[src/rtl/ptimer_pkg.sv]
// Summary of operation
// - compare mode: initial-level bit sets pin start
// - pwm/pulse: initial-level bit picks active level
// - timer/counter mode: level and invert ignored
// - invert bit flips the output pin pair
// - capture source: 0 capture pin, 1 clock pin
// - clear on duty match, else period/overflow
// - overflow clear only with period zero
// - clear-select ignored in pwm, pulse, capture
// - counter readable as low byte, high bits
// - duty value as low byte, high bits
// - period value as low byte, high bits
// - mode 00 compare, 11 timer, 10 pwm
// - clear-select 0 raises duty and period flags
// - clear-select 1 never raises period flag
// - zero duty never matches, counter wraps
// - only duty match moves pin, period never
// - output function 00 leaves pin unchanged
// - 01 low, 10 high, 11 toggle on match
// - on-bit rising edge loads initial pin level
// - on rise clears counter, fall holds count
// - timer mode equals compare, pin undriven
// - pwm period clears counter, duty sets width
// - pwm raises both match flags
// - pwm function enables or forces, invert flips
// - pwm function 00 off,01 on,10 pwm,11 pulse
package ptimer_pkg;
    localparam int          CNT_W      = 10;          // counter width
    localparam int          ADDR_W     = 6;           // register address bits
    localparam [CNT_W-1:0]  CNT_ONE    = 10'h001;     // count step
    localparam [CNT_W-1:0]  CNT_ZERO   = 10'h000;     // cleared count
    localparam [CNT_W-1:0]  CNT_MAX    = 10'h3FF;     // wrap point
    // register byte addresses
    localparam [ADDR_W-1:0] OFS_CTRL0  = 6'h00;       // on, pause
    localparam [ADDR_W-1:0] OFS_CTRL1  = 6'h04;       // second control
    localparam [ADDR_W-1:0] OFS_CNT_LO = 6'h08;
    localparam [ADDR_W-1:0] OFS_CNT_HI = 6'h0C;
    localparam [ADDR_W-1:0] OFS_DTY_LO = 6'h10;
    localparam [ADDR_W-1:0] OFS_DTY_HI = 6'h14;
    localparam [ADDR_W-1:0] OFS_PER_LO = 6'h18;
    localparam [ADDR_W-1:0] OFS_PER_HI = 6'h1C;
    localparam [ADDR_W-1:0] OFS_FLAGS  = 6'h20;       // write one to clear
    localparam int          ON_BIT     = 3;           // counter_on_bit
    localparam int          PAUSE_BIT  = 7;           // pause control
    localparam int          FLAG_A_BIT = 0;           // duty_match_flag
    localparam int          FLAG_P_BIT = 1;           // period_match_flag
    localparam [1:0]        RESP_OKAY  = 2'h0;
    localparam [1:0]        RESP_SLVERR = 2'h2;
    // output function codes, compare mode
    localparam [1:0]        OF_NONE    = 2'h0;
    localparam [1:0]        OF_LOW     = 2'h1;
    localparam [1:0]        OF_HIGH    = 2'h2;
    localparam [1:0]        OF_TOGGLE  = 2'h3;
    // output function codes, pwm mode
    localparam [1:0]        OF_INACT   = 2'h0;
    localparam [1:0]        OF_ACT     = 2'h1;
    localparam [1:0]        OF_PWM     = 2'h2;
    localparam [1:0]        OF_PULSE   = 2'h3;
    // capture edge codes
    localparam [1:0]        CAP_RISE   = 2'h0;
    localparam [1:0]        CAP_FALL   = 2'h1;
    localparam [1:0]        CAP_OFF    = 2'h3;

    typedef enum logic [1:0] {
        MODE_COMPARE = 2'b00,
        MODE_CAPTURE = 2'b01,
        MODE_PWM     = 2'b10,
        MODE_TIMER   = 2'b11
    } mode_type;

    // second_control_register layout, bit 7 down to bit 0
    typedef struct packed {
        mode_type   mode;        // mode_field_hi, mode_field_lo
        logic [1:0] out_func;    // output_function_hi/lo
        logic       init_level;  // initial_level_bit
        logic       invert;      // output_invert_bit
        logic       cap_src;     // capture_source_select
        logic       clr_sel;     // clear_select_bit
    } ctrl1_type;

    // axi4-lite master to slave
    typedef struct packed {
        logic [ADDR_W-1:0] awaddr;
        logic              awvalid;
        logic [31:0]       wdata;
        logic [3:0]        wstrb;
        logic              wvalid;
        logic              bready;
        logic [ADDR_W-1:0] araddr;
        logic              arvalid;
        logic              rready;
    } axi_req_type;

    // axi4-lite slave to master
    typedef struct packed {
        logic        awready;
        logic        wready;
        logic [1:0]  bresp;
        logic        bvalid;
        logic        arready;
        logic [31:0] rdata;
        logic [1:0]  rresp;
        logic        rvalid;
    } axi_rsp_type;

    // whole state of the timer
    typedef struct packed {
        axi_rsp_type       rsp;       // bus answer flops
        logic              aw_held;   // write address taken
        logic [ADDR_W-1:0] awaddr;
        logic              w_held;    // write data taken
        logic [7:0]        wbyte;
        logic              wlane;     // byte lane 0 enabled
        logic              on;        // counter_on_bit
        logic              on_prev;   // for edge detect
        logic              pause;
        ctrl1_type         c1;
        logic [CNT_W-1:0]  cnt;
        logic [CNT_W-1:0]  duty;      // duty_compare_value
        logic [CNT_W-1:0]  period;    // period_compare_value
        logic              aflag;     // duty_match_flag
        logic              pflag;     // period_match_flag
        logic              cap_prev;  // last capture source level
        logic              level;     // internal output level
        logic              pin;       // timer_output_pin
        logic              pinb;      // timer_output_pin_inverted
        logic              oe;        // pin driven
    } state_type;

    localparam state_type STATE_RESET = '0;
endpackage : ptimer_pkg

[src/rtl/periodic_timer_10bit.sv]
`timescale 1ns/100ps
`default_nettype none
module periodic_timer_10bit
    import ptimer_pkg::*;
(
    input  wire logic        ref_clk,                   // 20 MHz
    input  wire logic        rst,                       // sync, high
    input  wire axi_req_type axi_req,                   // from master
    output var  axi_rsp_type axi_rsp,                   // to master
    input  wire logic        capture_input_pin,         // capture source
    input  wire logic        external_clock_pin,        // alt source
    output logic             timer_output_pin,
    output logic             timer_output_pin_inverted,
    output logic             timer_output_enable        // high: driven
);
    state_type        s_q;        // registered state
    state_type        s_d;        // next state
    logic             on_rise;    // counter_on_bit went high
    logic             running;    // counter advancing
    logic             duty_hit;   // comparator a, valid match
    logic             per_hit;    // comparator p or overflow
    logic             clr_a;      // software clears duty flag
    logic             clr_p;      // software clears period flag
    logic             cap_sel;    // chosen capture source
    logic             cap_edge;   // active capture edge
    logic             wave;       // raw pwm active phase
    logic             active;     // pwm/pulse active request
    logic             do_wr;      // register write this cycle

    // register readback, unimplemented bits are zero
    function automatic logic [31:0] read_reg(
        input logic [ADDR_W-1:0] a,
        input state_type         s
    );
        logic [31:0] v;
        v = 32'h0000_0000;
        unique case (a)
            OFS_CTRL0:  begin
                v[ON_BIT]    = s.on;
                v[PAUSE_BIT] = s.pause;
            end
            OFS_CTRL1:  v[7:0] = s.c1;
            OFS_CNT_LO: v[7:0] = s.cnt[7:0];
            OFS_CNT_HI: v[1:0] = s.cnt[CNT_W-1:8];
            OFS_DTY_LO: v[7:0] = s.duty[7:0];
            OFS_DTY_HI: v[1:0] = s.duty[CNT_W-1:8];
            OFS_PER_LO: v[7:0] = s.period[7:0];
            OFS_PER_HI: v[1:0] = s.period[CNT_W-1:8];
            OFS_FLAGS:  begin
                v[FLAG_A_BIT] = s.aflag;
                v[FLAG_P_BIT] = s.pflag;
            end
            default:    v = 32'h0000_0000;
        endcase
        return v;
    endfunction : read_reg

    // known register addresses
    function automatic logic mapped(input logic [ADDR_W-1:0] a);
        return a == OFS_CTRL0 || a == OFS_CTRL1 || a == OFS_CNT_LO ||
               a == OFS_CNT_HI || a == OFS_DTY_LO || a == OFS_DTY_HI ||
               a == OFS_PER_LO || a == OFS_PER_HI || a == OFS_FLAGS;
    endfunction : mapped

    // next-state logic: bus, register writes, counter, output
    always_comb begin
        s_d = s_q;
        // write channels are taken independently
        if (axi_req.awvalid && s_q.rsp.awready) begin
            s_d.aw_held = 1'b1;
            s_d.awaddr  = axi_req.awaddr;
        end
        if (axi_req.wvalid && s_q.rsp.wready) begin
            s_d.w_held = 1'b1;
            s_d.wbyte  = axi_req.wdata[7:0];
            s_d.wlane  = axi_req.wstrb[0];
        end
        if (s_q.rsp.bvalid && axi_req.bready) begin
            s_d.rsp.bvalid = 1'b0;
        end
        do_wr = s_d.aw_held && s_d.w_held && !s_d.rsp.bvalid;
        clr_a = 1'b0;
        clr_p = 1'b0;
        if (do_wr) begin
            s_d.aw_held    = 1'b0;
            s_d.w_held     = 1'b0;
            s_d.rsp.bvalid = 1'b1;
            s_d.rsp.bresp  = mapped(s_d.awaddr) ? RESP_OKAY : RESP_SLVERR;
            if (s_d.wlane) begin
                unique case (s_d.awaddr)
                    OFS_CTRL0:  begin
                        s_d.on    = s_d.wbyte[ON_BIT];
                        s_d.pause = s_d.wbyte[PAUSE_BIT];
                    end
                    OFS_CTRL1:  s_d.c1 = ctrl1_type'(s_d.wbyte);
                    OFS_DTY_LO: s_d.duty[7:0] = s_d.wbyte;
                    OFS_DTY_HI: s_d.duty[CNT_W-1:8] = s_d.wbyte[1:0];
                    OFS_PER_LO: s_d.period[7:0] = s_d.wbyte;
                    OFS_PER_HI: s_d.period[CNT_W-1:8] = s_d.wbyte[1:0];
                    OFS_FLAGS:  begin
                        clr_a = s_d.wbyte[FLAG_A_BIT];
                        clr_p = s_d.wbyte[FLAG_P_BIT];
                    end
                    default:    ;                        // read-only or unmapped
                endcase
            end
        end
        // flags clear first so a same-cycle match sets them again
        if (clr_a) begin
            s_d.aflag = 1'b0;
        end
        if (clr_p) begin
            s_d.pflag = 1'b0;
        end
        // read channel, one read under way at a time
        if (s_q.rsp.rvalid && axi_req.rready) begin
            s_d.rsp.rvalid = 1'b0;
        end
        if (axi_req.arvalid && s_q.rsp.arready) begin
            s_d.rsp.rvalid = 1'b1;
            s_d.rsp.rdata  = read_reg(axi_req.araddr, s_q);
            s_d.rsp.rresp  = mapped(axi_req.araddr) ? RESP_OKAY
                                                    : RESP_SLVERR;
        end
        s_d.rsp.awready = !s_d.aw_held && !s_d.rsp.bvalid;
        s_d.rsp.wready  = !s_d.w_held && !s_d.rsp.bvalid;
        s_d.rsp.arready = !s_d.rsp.rvalid;

        // timer core works from the registered configuration
        on_rise    = s_q.on && !s_q.on_prev;
        s_d.on_prev = s_q.on;
        running    = s_q.on && !s_q.pause && !on_rise;
        // comparators, zero duty is never a match
        duty_hit   = running && s_q.cnt == s_q.duty &&
                     s_q.duty != CNT_ZERO;
        // zero period means clear at the top of the count
        per_hit    = running && (s_q.period == CNT_ZERO ?
                     s_q.cnt == CNT_MAX :
                     s_q.cnt == s_q.period);
        cap_sel    = s_q.c1.cap_src ? external_clock_pin
                                    : capture_input_pin;
        s_d.cap_prev = cap_sel;
        unique case (s_q.c1.out_func)
            CAP_RISE: cap_edge = cap_sel && !s_q.cap_prev;
            CAP_FALL: cap_edge = !cap_sel && s_q.cap_prev;
            CAP_OFF:  cap_edge = 1'b0;
            default:  cap_edge = cap_sel != s_q.cap_prev;
        endcase
        // duty at or above a nonzero period gives full duty
        wave = s_q.cnt < s_q.duty ||
               (s_q.period != CNT_ZERO && s_q.duty >= s_q.period);
        unique case (s_q.c1.out_func)
            OF_INACT: active = 1'b0;
            OF_ACT:   active = 1'b1;
            OF_PWM:   active = wave;
            OF_PULSE: active = s_q.on;
        endcase

        if (on_rise) begin
            s_d.cnt = CNT_ZERO;
            if (s_q.c1.mode == MODE_COMPARE) begin
                s_d.level = s_q.c1.init_level;
            end
        end else if (running) begin
            s_d.cnt = CNT_W'(s_q.cnt + CNT_ONE);
            unique case (s_q.c1.mode)
                MODE_COMPARE, MODE_TIMER: begin
                    if (duty_hit) begin
                        s_d.aflag = 1'b1;
                    end
                    if (s_q.c1.clr_sel) begin
                        if (duty_hit) begin
                            s_d.cnt = CNT_ZERO;
                        end
                    end else if (per_hit) begin
                        s_d.cnt   = CNT_ZERO;
                        s_d.pflag = 1'b1;
                    end
                    // only a duty match moves the pin
                    if (duty_hit && s_q.c1.mode == MODE_COMPARE) begin
                        unique case (s_q.c1.out_func)
                            OF_NONE:   s_d.level = s_q.level;
                            OF_LOW:    s_d.level = 1'b0;
                            OF_HIGH:   s_d.level = 1'b1;
                            OF_TOGGLE: s_d.level = !s_q.level;
                        endcase
                    end
                end
                MODE_PWM: begin
                    if (duty_hit) begin
                        s_d.aflag = 1'b1;
                    end
                    if (s_q.c1.out_func == OF_PULSE) begin
                        // pulse ends on duty match, period unused
                        if (duty_hit) begin
                            s_d.on = 1'b0;
                        end
                    end else if (per_hit) begin
                        s_d.cnt   = CNT_ZERO;
                        s_d.pflag = 1'b1;
                    end
                end
                MODE_CAPTURE: begin
                    if (per_hit) begin
                        s_d.cnt   = CNT_ZERO;
                        s_d.pflag = 1'b1;
                    end
                    if (cap_edge) begin
                        s_d.duty  = s_q.cnt;
                        s_d.aflag = 1'b1;
                    end
                end
            endcase
        end
        // pwm level follows active request and chosen active level
        if (s_q.c1.mode == MODE_PWM) begin
            s_d.level = active ? s_q.c1.init_level
                               : !s_q.c1.init_level;
        end
        // pin pair only driven in the two output modes
        s_d.oe   = s_d.c1.mode == MODE_COMPARE ||
                   s_d.c1.mode == MODE_PWM;
        s_d.pin  = s_d.oe && (s_d.level ^ s_d.c1.invert);
        s_d.pinb = s_d.oe && !(s_d.level ^ s_d.c1.invert);
    end

    // single state register
    always_ff @(posedge ref_clk) begin
        if (rst) begin
            s_q <= STATE_RESET;
        end else begin
            s_q <= s_d;
        end
    end

    // outputs straight from flops
    assign axi_rsp                   = s_q.rsp;
    assign timer_output_pin          = s_q.pin;
    assign timer_output_pin_inverted = s_q.pinb;
    assign timer_output_enable       = s_q.oe;
endmodule : periodic_timer_10bit
`default_nettype wire

[config.mk]
export PLATFORM = sky130hd
export DESIGN_NAME = periodic_timer_10bit
export DESIGN_NICKNAME = d
export VERILOG_FILES = /design/src/rtl/ptimer_pkg.sv /design/src/rtl/periodic_timer_10bit.sv
export SDC_FILE = /design/constraint.sdc
export NUM_CORES = 1
export LEC_CHECK = 0
export BUFFER_PORTS_ARGS = -buffer_cell sky130_fd_sc_hd__buf_2
export CORE_UTILIZATION = 50
export DETAILED_ROUTE_END_ITERATION = 8
export PLACE_DENSITY_LB_ADDON = 0.2
export REMOVE_ABC_BUFFERS = 1
export SETUP_SLACK_MARGIN = 0.5
export SLEW_MARGIN = 10
export SYNTH_ARGS = -nofsm -noshare
export SYNTH_HDL_FRONTEND = slang
export SYNTH_SLANG_ARGS = --single-unit
export TNS_END_PERCENT = 50
[constraint.sdc]
create_clock -name ref_clk -period 2.2 [get_ports ref_clk]
set_clock_uncertainty 0.05 [all_clocks]
set_input_delay 0.44 -clock ref_clk [delete_from_list [all_inputs] [get_ports ref_clk]]
set_output_delay 0.44 -clock ref_clk [all_outputs]
set_load 0.05 [all_outputs]
== Word level (Yosys, flattened, before mapping) ==
Cells that the tools add are included.

* Reduce and logical (&&, ||, !) cells: 66
* Add/subtract/negate cells: 1
* Mux-type cells: 69
* Magnitude comparators: 2
* Bitwise logic cells: 1
* Eq/ne operators: 27

{| class="wikitable"
|+ Operators by type and width
! kind !! count
|-
| $mux 10 || 9
|-
| $eq 6x5->1 const B || 8
|-
| $mux 20 || 2
|-
| $mux 8 || 5
|-
| $mux 1 || 36
|-
| $pmux 10 s3 || 1
|-
| $eq 6x4->1 const B || 4
|-
| $logic_and 1x1->1 || 21
|-
| $eq 10x10->1 || 2
|-
| $reduce_bool 10->1 || 2
|-
| $logic_or 1x1->1 || 18
|-
| $pmux 2 s8 || 1
|-
| $logic_not 1->1 || 13
|-
| $eq 6x3->1 const B || 2
|-
| $eq 6x6->1 const B || 2
|-
| $logic_not 6->1 || 2
|-
| $mux 2 || 6
|-
| $pmux 1 s4 || 3
|-
| $pmux 3 s4 || 1
|-
| $reduce_and 3->1 || 4
|-
| $add 10x1->10 const B || 1
|-
| $eq 10x10->1 const B || 1
|-
| $eq 2x2->1 const B || 5
|-
| $ge 10x10->1 || 1
|-
| 11 further kinds || 16
|}

* Output and inout port bits: 44
* Word-level logic and storage cells: 199
* Bits of input ports: 57
* Register bits after elaboration: 82

== Logic depth before layout (Yosys ltp) ==
Gate-level depths: netlist (run 1).

* Word-level depth: 15
* Gate-level depth with buffers: 9
* Gate-level depth less buffers: 9

== Worst setup path after synthesis (run 1) ==
Ideal clock, no wire load.

* Kind: reg-to-reg
* Start point: reg s_q[27] (netlist name)
* End point: reg s_q[27] (netlist name)
* Cell stages (with the launch flop): 10
* Required time: 2.013 ns
* Arrival time: 2.079 ns
* Slack: -0.066 ns
* Path buffers: 1
* Library setup time: 0.137 ns
* Period minus slack after synthesis: 2.266 ns
* Cells stage by stage: dfxtp_1 clkbuf_1 inv_1 ha_1 nand2_1 nor4_1 nand2_1 or3_1 a21oi_2 nor3_1

* Cells in the longest elaborated chain, start to end: 6
* Elaborated cells on any way between the ends: 13
* Those cells by class: add/sub: 1; eq/ne: 3; mux: 6; reduce/logical: 3

{| class="wikitable"
|+ RTL lines
! what !! RTL line !! RTL
|-
| start: declaration || periodic_timer_10bit.sv:16 || <nowiki>state_type s_q;</nowiki>
|-
| start signal: assignment || periodic_timer_10bit.sv:230 || <nowiki>s_q <= STATE_RESET;</nowiki>
|-
| start signal: assignment || periodic_timer_10bit.sv:232 || <nowiki>s_q <= s_d;</nowiki>
|-
| branches (longest 5 deep; another with $add 10x1->10) || - ||
|-
| $pmux 10 s3 (*) || periodic_timer_10bit.sv:166 || <nowiki>unique case (s_q.c1.mode)</nowiki>
|}

Mark *: on every way between the ends.
A chain may end at the register's enable or synchronous reset.

== Worst setup path after layout (run 1) ==
* Start point: reg s_q[19] (netlist name)
* End point: reg s_q[27] (netlist name)

* Cells in the longest elaborated chain, start to end: 6
* Elaborated cells on any way between the ends: 7
* Those cells by class: eq/ne: 1; mux: 3; reduce/logical: 3

{| class="wikitable"
|+ RTL lines
! what !! RTL line !! RTL
|-
| $eq 10x10->1 || periodic_timer_10bit.sv:134 || <nowiki>duty_hit = running && s_q.cnt == s_q.duty &&</nowiki>
|-
| $logic_and 1x1->1 || periodic_timer_10bit.sv:134 ||
|-
| $logic_and 1x1->1 (*) || periodic_timer_10bit.sv:134 ||
|-
| $mux 10 (*) || periodic_timer_10bit.sv:172 || <nowiki>if (duty_hit) begin</nowiki>
|-
| $mux 10 (*) || periodic_timer_10bit.sv:171 || <nowiki>if (s_q.c1.clr_sel) begin</nowiki>
|-
| $pmux 10 s3 (*) || periodic_timer_10bit.sv:166 ||
|}

Every way passes the cells marked *; elsewhere a longest branch is shown, timed or not.

==> implementation parameters, run 1 <==
Parameter                              Value

Power
  Largest voltage drop on the vdd net    0.3999 mV
  Net switching power    947.5 uW
  Switch share    29.65%
  Cell leakage power    2.726 nW
  Overall power after layout    3.195 mW
  Internal Dissipation    2.248 mW
  Part of the total power dissipated in sequential elements    between 40% and 50%
  Fraction of power consumed by combinational cells    between 10% and 20%
  Clk network pwr share    between 30% and 40%
  Pwr/cell area    between 400 and 500 nW/um2

GRT
  Met2 routing resource usage after global routing    49.82%
  GRT Max-Usage Layer    met2
  Pin count of the biggest net entering global routing    56
  Global routing usage on met1    38.97%
  Vias in the first global route    roughly 4600
  Total overflow reported by the global router    0
  Global-route total usage across every layer    30.35%
  Antenna violations before repair    0
  Wire length of the first global-routing pass    between 20000 and 25000 um
  Met3 track demand over resource in global routing    4.788%

Logic synthesis
  Dominant combinational cell family by area after synthesis    simple AND/OR/NAND/NOR gates
  Most used flip-flop cell after synthesis    sky130_fd_sc_hd__dfxtp_1
  Post-synthesis adder-cell area fraction    6.453%
  YS warnings    0
  Most numerous cell in the Yosys netlist    sky130_fd_sc_hd__dfxtp_1
  Instance count of the mapped netlist    589
  Number of flops mapped to enable cells by yosys    0
  Top area cells in the synthesized netlist    sky130_fd_sc_hd__dfxtp_1, sky130_fd_sc_hd__mux2i_1, sky130_fd_sc_hd__ha_1, sky130_fd_sc_hd__buf_4, sky130_fd_sc_hd__nor2_1
  Async SR Flop Fraction    0%
  Post-synthesis share of cell area spent on and, or, nand and nor gates    22.16%
  Mux contribution to synthesized area    10.30%
  Cell type with the highest aggregate area in the netlist    sky130_fd_sc_hd__dfxtp_1
  Synth Area per Inst    8.559 um2
  Portion of the post-synthesis area used by sequential elements    31.77%
  Xor-xnor portion of the synthesized cell area    2.085%
  Top cells by count, synth    sky130_fd_sc_hd__dfxtp_1, sky130_fd_sc_hd__nor2_1, sky130_fd_sc_hd__buf_4
  Share of the synthesized area in compound gates (AO/OA/AOI/OAI)    16.08%
  Count of different cell masters after synthesis    70
  Register bit count reported by yosys    80
  Netlist Area Pre-Place    a little over 5000 um2
  Share of Yosys cell area claimed by the top area cell type    a little under a third

Worst setup path
  WP data arrival    ~2500 ps
  Kind of launch point of the worst setup path    flop
  Maximum fanout count along the critical path    5
  Required time reported for the critical path endpoint    2410 ps
  Type of element capturing the critical path    flop
  Type of the worst setup path    reg -> reg

Placed design
  Worst-case setup slack after placement    -191.3 ps
  Number of port buffers    47
  HPWL after DPL    between 10000 and 15000 um
  Instance area after placement    5791 um2
  RePlAce Congestion    0.9360
  Number of placed cells counting well taps    816

Die
  Total Die Area    10490 um2
  Top-level I/O count    101
  Floorplan die width    about 100 um
  Initial standard-cell utilization of the core    about half
  Number of rows created at floorplan    36
  Standard cell core area    9774 um2
  Height of the chip    102.4 um

Final layout
  Number of nets in the finished design    roughly 790
  Layout cells sized above 1    39.55%
  Area growth syn-to-layout    33.36%
  Final cell utilization of the core    68.78%
  Fillers    783
  Area of all sequential standard cells    1632 um2
  Fin cells    846
  Post-Layout Inst Area    roughly 6700 um2
  Combined area of the multi-input logic cells    3486 um2
  Diode count    0

Timing
  Worst slew slack as a fraction of its limit    approximately 62%
  Setup repair after global routing missed its margin    yes
  Setup violations, final    13
  Slew @ Worst Pin    564.8 ps
  Count of pins over their slew limit    0
  Min cycle time layout    2280 ps
  Worst hold margin    264.3 ps
  Sum Neg Setup Slack    -833.7 ps
  Share of the clock period used by the worst path after layout    103.6%
  Slack of the critical path    -79.97 ps
  Peak Freq    438.6 MHz
  Final hold viol count    0

Route
  Count of nets left with antenna violations after detail routing    0
  Routed vias    ~4800
  DRC violations left    0
  DR vias/cell    5.688
  DR iter-0 viols    217
  Wire length per cell after detailed routing    around 18 um
  First-pass iteration count of the detailed router    5
  Wire length reported by the detailed router    ~16000 um

Clocking
  Clock latency reported for the late side of the worst-skew pair    roughly 370 ps
  CTS tree    done
  Worst-path clk slew    80 ps
  Total CTS buffers    9
  Deepest clock path buffer count    2
  CTS root buf    sky130_fd_sc_hd__clkbuf_8
  CTS Sinks    80
  Hold bufs inserted after CTS    0
  CTS H-Tree Depth    3

Outcome
  Outcome    finished, violations left
  Violations in the final reports    setup timing

Flow run
  Max-capacitance violation count    0

Worst hold path
  Tightest Hold Check Type    in -> reg
[state kept, by name (all words and copies together) (netlist names), named ones only]
register,count
s_q,59
axi_rsp,15
s_d,1
timer_output_enable,1
timer_output_pin,1
timer_output_pin_inverted,1
[path summary, 6_finish.rpt]
path | from | endpoint | slack, ps | depth (start not counted)
worst max-delay path | s_q[19] | s_q[27] | -80 | 9
worst max register to register | s_q[19] | s_q[27] | -80 | 9
worst min-delay path | axi_req[48] | s_q[59] | 260 | 3
worst min register to register | s_q[64] | axi_rsp[40] | 430 | 1
[critical path, cell delays in order, from the launching register on]
cell and delay, ps:
sky130_fd_sc_hd__dfxtp_4 390, sky130_fd_sc_hd__inv_2 60, sky130_fd_sc_hd__ha_4 250, sky130_fd_sc_hd__nand4_1 150, sky130_fd_sc_hd__nor4_2 350, sky130_fd_sc_hd__nand2_1 170
sky130_fd_sc_hd__or3_4 360, sky130_fd_sc_hd__a21oi_4 200, sky130_fd_sc_hd__buf_6 140, sky130_fd_sc_hd__nor3_1 50
[timing repair]
action / in CTS / in global routing
resized for setup: 74 / 61
cloned: 0 / 2
endpoints found under the setup margin: 46 / 52
pin swaps: 26 / 29
setup buffers: 8 / 5
[metal layers]
metal	wire length, um	part of all wire [%]
met5	0	0
met4	577	3.7
met3	848	5.5
met1	6824	44
met2	7283	47
[power by group through the flow]
stage	logic, mW	clock network, mW	registers (mW)
CTS	0.474	1.18	1.50
detailed placement	0.458	0	1.54
global route	0.547	1.23	1.51
finish	0.513	1.18	1.51
global placement	0.454	0	1.54
floorplan	0.248	0	1.60
[layout make-up]
class / count / area share, %
clock buffers: 13 / 2.513
repair buffers: 150 / 16.38
clock inverters: 2 / 0.5583
multi-input cells: 433 / 51.85
flip-flops and latches: 80 / 24.27
well taps: 133 / 2.475
inverters: 35 / 1.954
[placed cells by master (no fill, tap or decap), types with 7 or more instances in the layout]
master	instances
sky130_fd_sc_hd__a211oi_1	9
sky130_fd_sc_hd__a211oi_2	8
sky130_fd_sc_hd__a21oi_1	12
sky130_fd_sc_hd__a21oi_2	7
sky130_fd_sc_hd__buf_2	47
sky130_fd_sc_hd__buf_4	84
sky130_fd_sc_hd__buf_6	16
sky130_fd_sc_hd__clkbuf_8	12
sky130_fd_sc_hd__conb_1	26
sky130_fd_sc_hd__dfxtp_1	62
sky130_fd_sc_hd__dfxtp_2	15
sky130_fd_sc_hd__ha_1	17
sky130_fd_sc_hd__ha_4	9
sky130_fd_sc_hd__inv_1	30
sky130_fd_sc_hd__mux2_2	9
sky130_fd_sc_hd__mux2i_1	34
sky130_fd_sc_hd__nand2_1	24
sky130_fd_sc_hd__nand2b_1	16
sky130_fd_sc_hd__nand3_1	10
sky130_fd_sc_hd__nand4_1	8
sky130_fd_sc_hd__nor2_1	50
sky130_fd_sc_hd__nor2_2	8
sky130_fd_sc_hd__nor2b_1	13
sky130_fd_sc_hd__nor3_1	24
sky130_fd_sc_hd__nor3_2	7
sky130_fd_sc_hd__o22ai_1	15
sky130_fd_sc_hd__xor2_1	8
[cell families after synthesis]
family                   after synthesis
AND/OR/NAND/NOR                      208
AO/OA/AOI/OAI                        111
buffers and inverters                102
flip-flops                            80
multiplexers                          49
adder cells (fa/ha/maj)               26
XOR/XNOR                              12
other                                  1
Note: power is estimated with default switching activity, not from simulation.
==> inputs of run 2 (changes only) <==
--- a/config.mk
+++ b/config.mk
@@ -9,7 +9,6 @@
 export CORE_UTILIZATION = 50
 export DETAILED_ROUTE_END_ITERATION = 8
 export PLACE_DENSITY_LB_ADDON = 0.2
-export REMOVE_ABC_BUFFERS = 1
 export SETUP_SLACK_MARGIN = 0.5
 export SLEW_MARGIN = 10
 export SYNTH_ARGS = -nofsm -noshare
==> run 2 against run 1 <==
Effect of this change:
- the flow still finishes with violations (setup timing)
- combinational power increased by 6.6%
- maximum frequency decreased by 1.8%
- clock-buffer cell count decreased by 2
- register-to-register slack got worse by 40 ps
- die area unchanged
- global-route usage increased by 0.45 points
- sequential cell count unchanged
- hold slack improved by 21 ps
- final area decreased by 1.8%
- largest power group unchanged
==> implementation parameters, run 2 (synthesis gave the netlist of run 1 again) <==
Parameter                              Value

Clocking
  CTS root buf    sky130_fd_sc_hd__clkbuf_8
  CTS Sinks    80
  CTS tree    done
  Deepest clock path buffer count    2
  Total CTS buffers    9
  Clock latency reported for the late side of the worst-skew pair    360 ps
  CTS H-Tree Depth    3
  Worst-path clk slew    around 90 ps

Worst setup path
  Kind of launch point of the worst setup path    flop
  Worst-path cell with the longest stage delay    sky130_fd_sc_hd__or3_4
  WP data arrival    roughly 2500 ps
  Critical Path, Cell by Cell    inv_2 > ha_4 > nand4_1 > nor4_2 > nand2_1 > or3_4 > a21oi_4 > nor3_2
  Worst Setup SP    s_q[26]
  Type of the worst setup path    reg -> reg
  Startpoint of the worst-slack reg-to-reg timing path    s_q[26]
  Flop-to-flop setup slack    -120 ps
  Crit-path max cell delay    about 400 ps
  Delay-heaviest family, CP    simple AND/OR/NAND/NOR gates
  Buf/Inv on CP    1
  Maximum fanout count along the critical path    5
  Type of element capturing the critical path    flop
  Required time reported for the critical path endpoint    2400 ps

Placed design
  RePlAce Congestion    0.9444
  Worst-case setup slack after placement    -161.8 ps
  Number of placed cells counting well taps    800
  Number of port buffers    47
  Instance area after placement    5827 um2
  HPWL after DPL    11100 um

Die
  Total Die Area    10490 um2
  Standard cell core area    9774 um2
  Initial standard-cell utilization of the core    51.57%
  Number of rows created at floorplan    36
  Top-level I/O count    101
  Floorplan die width    102.4 um
  Height of the chip    between 100 and 150 um

Final layout
  Diode count    0
  Register name with the most flops    s_q
  Most common cell after layout, fill and taps aside    sky130_fd_sc_hd__buf_4
  Number of nets in the finished design    approximately 800
  Area growth syn-to-layout    30.98%
  Most frequent cells in the layout    sky130_fd_sc_hd__buf_4, sky130_fd_sc_hd__dfxtp_1, sky130_fd_sc_hd__nor2_1
  Post-Layout Inst Area    6603 um2
  Layout cells sized above 1    approximately two fifths
  Flip-flop count of the largest register, all copies and words added    between 50 and 60
  Fin cells    832

GRT
  Wire length of the first global-routing pass    24050 um
  Total overflow reported by the global router    0
  Pin count of the biggest net entering global routing    59
  Vias in the first global route    4696
  Global-route total usage across every layer    30.80%
  Antenna violations before repair    0

Timing
  Setup violations, final    13
  Share of the clock period used by the worst path after layout    105.5%
  Count of pins over their slew limit    0
  Worst slew slack as a fraction of its limit    between 50 and 60%
  Final hold viol count    0
  Slew @ Worst Pin    677.9 ps
  Slack of the critical path    -121.7 ps
  Min cycle time layout    2322 ps
  Setup repair after global routing missed its margin    yes
  Sum Neg Setup Slack    -1099 ps
  Peak Freq    roughly 430 MHz

Flow run
  Max-capacitance violation count    0

Worst hold path
  Tightest Hold Check Type    in -> reg
  Start point of the worst min-delay path    axi_req[47]

Power
  Largest voltage drop on the vdd net    0.2672 mV
  Pwr/cell area    roughly 480 nW/um2
  Cell leakage power    between 2 and 3 nW

Route
  DR vias/cell    5.757
  Routed vias    around 4800
  DR iter-0 viols    390
  DRC violations left    0
  First-pass iteration count of the detailed router    7
  Count of nets left with antenna violations after detail routing    0
  Wire length per cell after detailed routing    18.58 um
  Wire length reported by the detailed router    15460 um

Outcome
  Outcome    finished, violations left
  Violations in the final reports    setup timing
==> run 2: path summary, 6_finish.rpt <==
check | end | depth (start not counted)
hold / removal | s_q[58] | 3
hold reg to reg | axi_rsp[40] | 1
setup reg to reg | s_q[35] | 8
setup / recovery | s_q[35] | 8
==> run 2: power breakdown <==
group / switching, mW / internal, mW / total, mW
clock: 0.591 / 0.514 / 1.10
sequential: 0.0245 / 1.48 / 1.51
combinational: 0.382 / 0.166 / 0.547
==> run 2: layout make-up <==
type	count	area (um2)
clock buffers	11	162.7
clock inverters	5	38.79
fillers	802	3172
inverters	35	133.9
multi-input cells	433	3500
flip-flops and latches	80	1633
well taps	133	166.4
repair buffers	135	968.4
==> run 2: worst reg2reg max path, cell delays in order, from the launching register on <==
cell and delay [ps]:
sky130_fd_sc_hd__dfxtp_2 350, sky130_fd_sc_hd__inv_2 50, sky130_fd_sc_hd__ha_4 250, sky130_fd_sc_hd__nand4_1 230, sky130_fd_sc_hd__nor4_2 370, sky130_fd_sc_hd__nand2_1 150
sky130_fd_sc_hd__or3_4 400, sky130_fd_sc_hd__a21oi_4 270, sky130_fd_sc_hd__nor3_2 80
==> run 2: repair_timing <==
action,4_1_cts,5_1_grt
setup buffers,9,6
pin swaps,54,30
cloned,1,0
setup endpoints to repair,47,48
resized for setup,76,20
hold buffers,0,0
==> run 2: stage by stage <==
step                      util (%)  total power [mW]  hold WS (ps)
after floorplan                  -             1.942         366.8
after global placement       59.61             2.014         383.7
after detailed placement     59.61             2.023         376.9
after CTS                    66.04             3.149         268.9
after global routing         67.55             3.270         277.1
final                        67.55             3.158         284.9
==> run 2: layer usage <==
metal	up-vias	track usage [%]	wire, um
met5	-	0	0
met4	0	17.69	733
met3	50	5.814	983
met2	191	48.17	7034
met1	2289	39.70	6710
li1	2260	-	-
==> inputs of run 3 (changes only) <==
--- a/config.mk
+++ b/config.mk
@@ -6,7 +6,7 @@
 export NUM_CORES = 1
 export LEC_CHECK = 0
 export BUFFER_PORTS_ARGS = -buffer_cell sky130_fd_sc_hd__buf_2
-export CORE_UTILIZATION = 50
+export CORE_UTILIZATION = 55
 export DETAILED_ROUTE_END_ITERATION = 8
 export PLACE_DENSITY_LB_ADDON = 0.2
 export SETUP_SLACK_MARGIN = 0.5
==> constraint.sdc (replaced) <==
create_clock -name ref_clk -period 2.4 [get_ports ref_clk]
set_clock_uncertainty 0.05 [all_clocks]
set_input_delay 0.48 -clock ref_clk [delete_from_list [all_inputs] [get_ports ref_clk]]
set_output_delay 0.48 -clock ref_clk [all_outputs]
set_load 0.05 [all_outputs]
==> run 3 against run 2 <==
Effect of this change:
- the run ends with DRC left
- total power is 4.7% lower
- critical path depth is 2 higher
- combinational power is 12% lower
- via count is 3.9% higher
- hold slack better by 20 ps
- final cell count is 5.5% lower
- first-iteration DRC count is 63% higher
- clock power is 5% higher
- clock-buffer cell count is 1 lower
- die area is 8.9% lower
- sequential power is 9% lower
- non-clock buffer count is 21 lower
- largest power group unchanged
==> implementation parameters, run 3 (synthesis gave the netlist of run 1 again) <==
Parameter                              Value

Clocking
  CTS tree    done
  Total CTS buffers    9
  CTS root buf    sky130_fd_sc_hd__clkbuf_8
  CTS H-Tree Depth    3
  CTS Sinks    80
  Clock latency reported for the late side of the worst-skew pair    380 ps
  Hold bufs inserted after CTS    0
  Deepest clock path buffer count    2
  Worst-path clk slew    90 ps

Worst setup path
  Buf/Inv on CP    3
  Crit-path max cell delay    about 420 ps
  Critical Path, Cell by Cell    inv_2 > ha_4 > nand4_1 > nor4_4 > nand2_1 > or3_4 > a21oi_4 > buf_6 > buf_12 > nor3_2
  Maximum fanout count along the critical path    5
  Type of the worst setup path    reg -> reg
  Delay-heaviest family, CP    simple AND/OR/NAND/NOR gates
  Required time reported for the critical path endpoint    2620 ps
  Cell depth of the worst setup path    10
  Type of element capturing the critical path    flop
  WP data arrival    2600 ps
  Worst-path cell with the longest stage delay    sky130_fd_sc_hd__or3_4
  Kind of launch point of the worst setup path    flop
  Cell count of the worst reg-to-reg path    10

GRT
  Met2 routing resource usage after global routing    49.10%
  Wire length of the first global-routing pass    23350 um
  Global routing usage on met1    41.09%
  Global-route total usage across every layer    31.69%
  GRT Max-Usage Layer    met2
  Vias in the first global route    4541
  Pin count of the biggest net entering global routing    47
  Total overflow reported by the global router    0
  Met3 track demand over resource in global routing    7.373%
  Antenna violations before repair    0

Final layout
  Most frequent cells in the layout    sky130_fd_sc_hd__dfxtp_1, sky130_fd_sc_hd__buf_4, sky130_fd_sc_hd__nor2_1
  Fin cells    786
  Diode count    0
  Area growth syn-to-layout    30.28%
  Flip-flop count of the largest register, all copies and words added    59
  Layout cells sized above 1    38.64%
  Post-Layout Inst Area    6568 um2
  Register name with the most flops    s_q
  Most common cell after layout, fill and taps aside    sky130_fd_sc_hd__dfxtp_1
  Number of nets in the finished design    roughly 760

Route
  Routed vias    about 5000
  Count of nets left with antenna violations after detail routing    0
  DR iter-0 viols    637
  First-pass iteration count of the detailed router    7
  DR vias/cell    6.330
  Wire length reported by the detailed router    16040 um
  DRC violations left    22
  Wire length per cell after detailed routing    20.41 um

Power
  Largest voltage drop on the vdd net    roughly 0.33 mV
  Clk network pwr share    38.2%
  Part of the total power dissipated in sequential elements    45.8%
  Fraction of power consumed by combinational cells    16.0%
  Net switching power    923.7 uW
  Pwr/cell area    458.1 nW/um2
  Cell leakage power    2.579 nW
  Internal Dissipation    2.085 mW
  Switch share    30.71%

Timing
  Setup repair after global routing missed its margin    yes
  Slack of the critical path    10.75 ps
  Worst slew slack as a fraction of its limit    around 60%
  Setup violations, final    0
  Share of the clock period used by the worst path after layout    99.55%
  Count of pins over their slew limit    0
  Slew @ Worst Pin    591.3 ps
  Worst hold margin    305.1 ps
  Min cycle time layout    roughly 2400 ps
  Peak Freq    approximately 420 MHz
  Final hold viol count    0
  Sum Neg Setup Slack    0 ps

Die
  Initial standard-cell utilization of the core    57.25%
  Floorplan die width    97.74 um
  Standard cell core area    8806 um2
  Top-level I/O count    101
  Number of rows created at floorplan    34
  Total Die Area    between 9000 and 10000 um2
  Height of the chip    97.74 um

Placed design
  Worst-case setup slack after placement    -17.74 ps
  Number of port buffers    47
  HPWL after DPL    ~10000 um
  Number of placed cells counting well taps    740
  Instance area after placement    5508 um2
  RePlAce Congestion    0.9370

Flow run
  Max-capacitance violation count    0

Worst hold path
  Number of cells on the worst hold path    3
  Tightest Hold Check Type    in -> reg

Outcome
  Outcome    finished, violations left
  Violations in the final reports    DRC
[run 3: changes by cell type in the layout (fill, tap and decap cells not counted), sizes merged]
cell,change
nand2b,+1
clkbuf,-1
bufinv,+2
a21oi,-1
clkinv,-1
buf,-21
[run 3: final timing paths]
| check | slack, ps | to | from |
|---|---|---|---|
| worst max-delay path | 10 | s_q[34] | s_q[20] |
| worst min-delay path | 310 | s_q[59] | axi_req[48] |
| worst max register to register | 10 | s_q[34] | s_q[20] |
| worst min register to register | 400 | axi_rsp[40] | s_q[64] |
[run 3: metal layers]
metal | wire [um] | vias to the layer above
met5 | 0 | -
met4 | 864 | 0
met3 | 1504 | 80
met2 | 7402 | 314
met1 | 6271 | 2352
li1 | - | 2229
[run 3: metrics by stage]
step           util (%)  total power [mW]
2_1_floorplan         -             1.778
3_3_place_gp      62.55             1.827
3_5_place_dp      62.55             1.833
4_1_cts           69.03             2.966
5_1_grt           74.58             3.096
6_report          74.58             3.008
[run 3: area by class of cell]
class	instances	area (um2)
Sequential cell	80	1640
Clock buffer	10	127.6
Clock inverter	6	93.84
Inverter	35	133.9
Timing Repair Buffer	114	849.6
Fill cell	605	2238
Tap cell	108	135.1
Multi-Input combinational cell	433	3587
[run 3: power groups by stage]
| stage | combinational [mW] | sequential, mW | clock (mW) |
|---|---|---|---|
| after floorplan | 0.363 | 1.41 | 0 |
| after global placement | 0.416 | 1.41 | 0 |
| after detailed placement | 0.420 | 1.41 | 0 |
| after CTS | 0.444 | 1.38 | 1.14 |
| after global routing | 0.505 | 1.38 | 1.21 |
| final | 0.481 | 1.38 | 1.15 |
[run 3: timing repair]
item                       CTS  global route
pin swaps                   15            52
gates cloned                 2             0
resized for setup           36            88
buffers inserted            17            11
setup endpoints to repair   38            44
[run 3: worst reg2reg max path: cells and delay by family (launching register included)]
kind | cells | cell delay [ps]
DFF | 1 | 350
and+or+nand+nor | 5 | 1160
buffers and inverters | 3 | 280
adders and majority gates | 1 | 260
AOI/OAI and AO/OA | 1 | 190
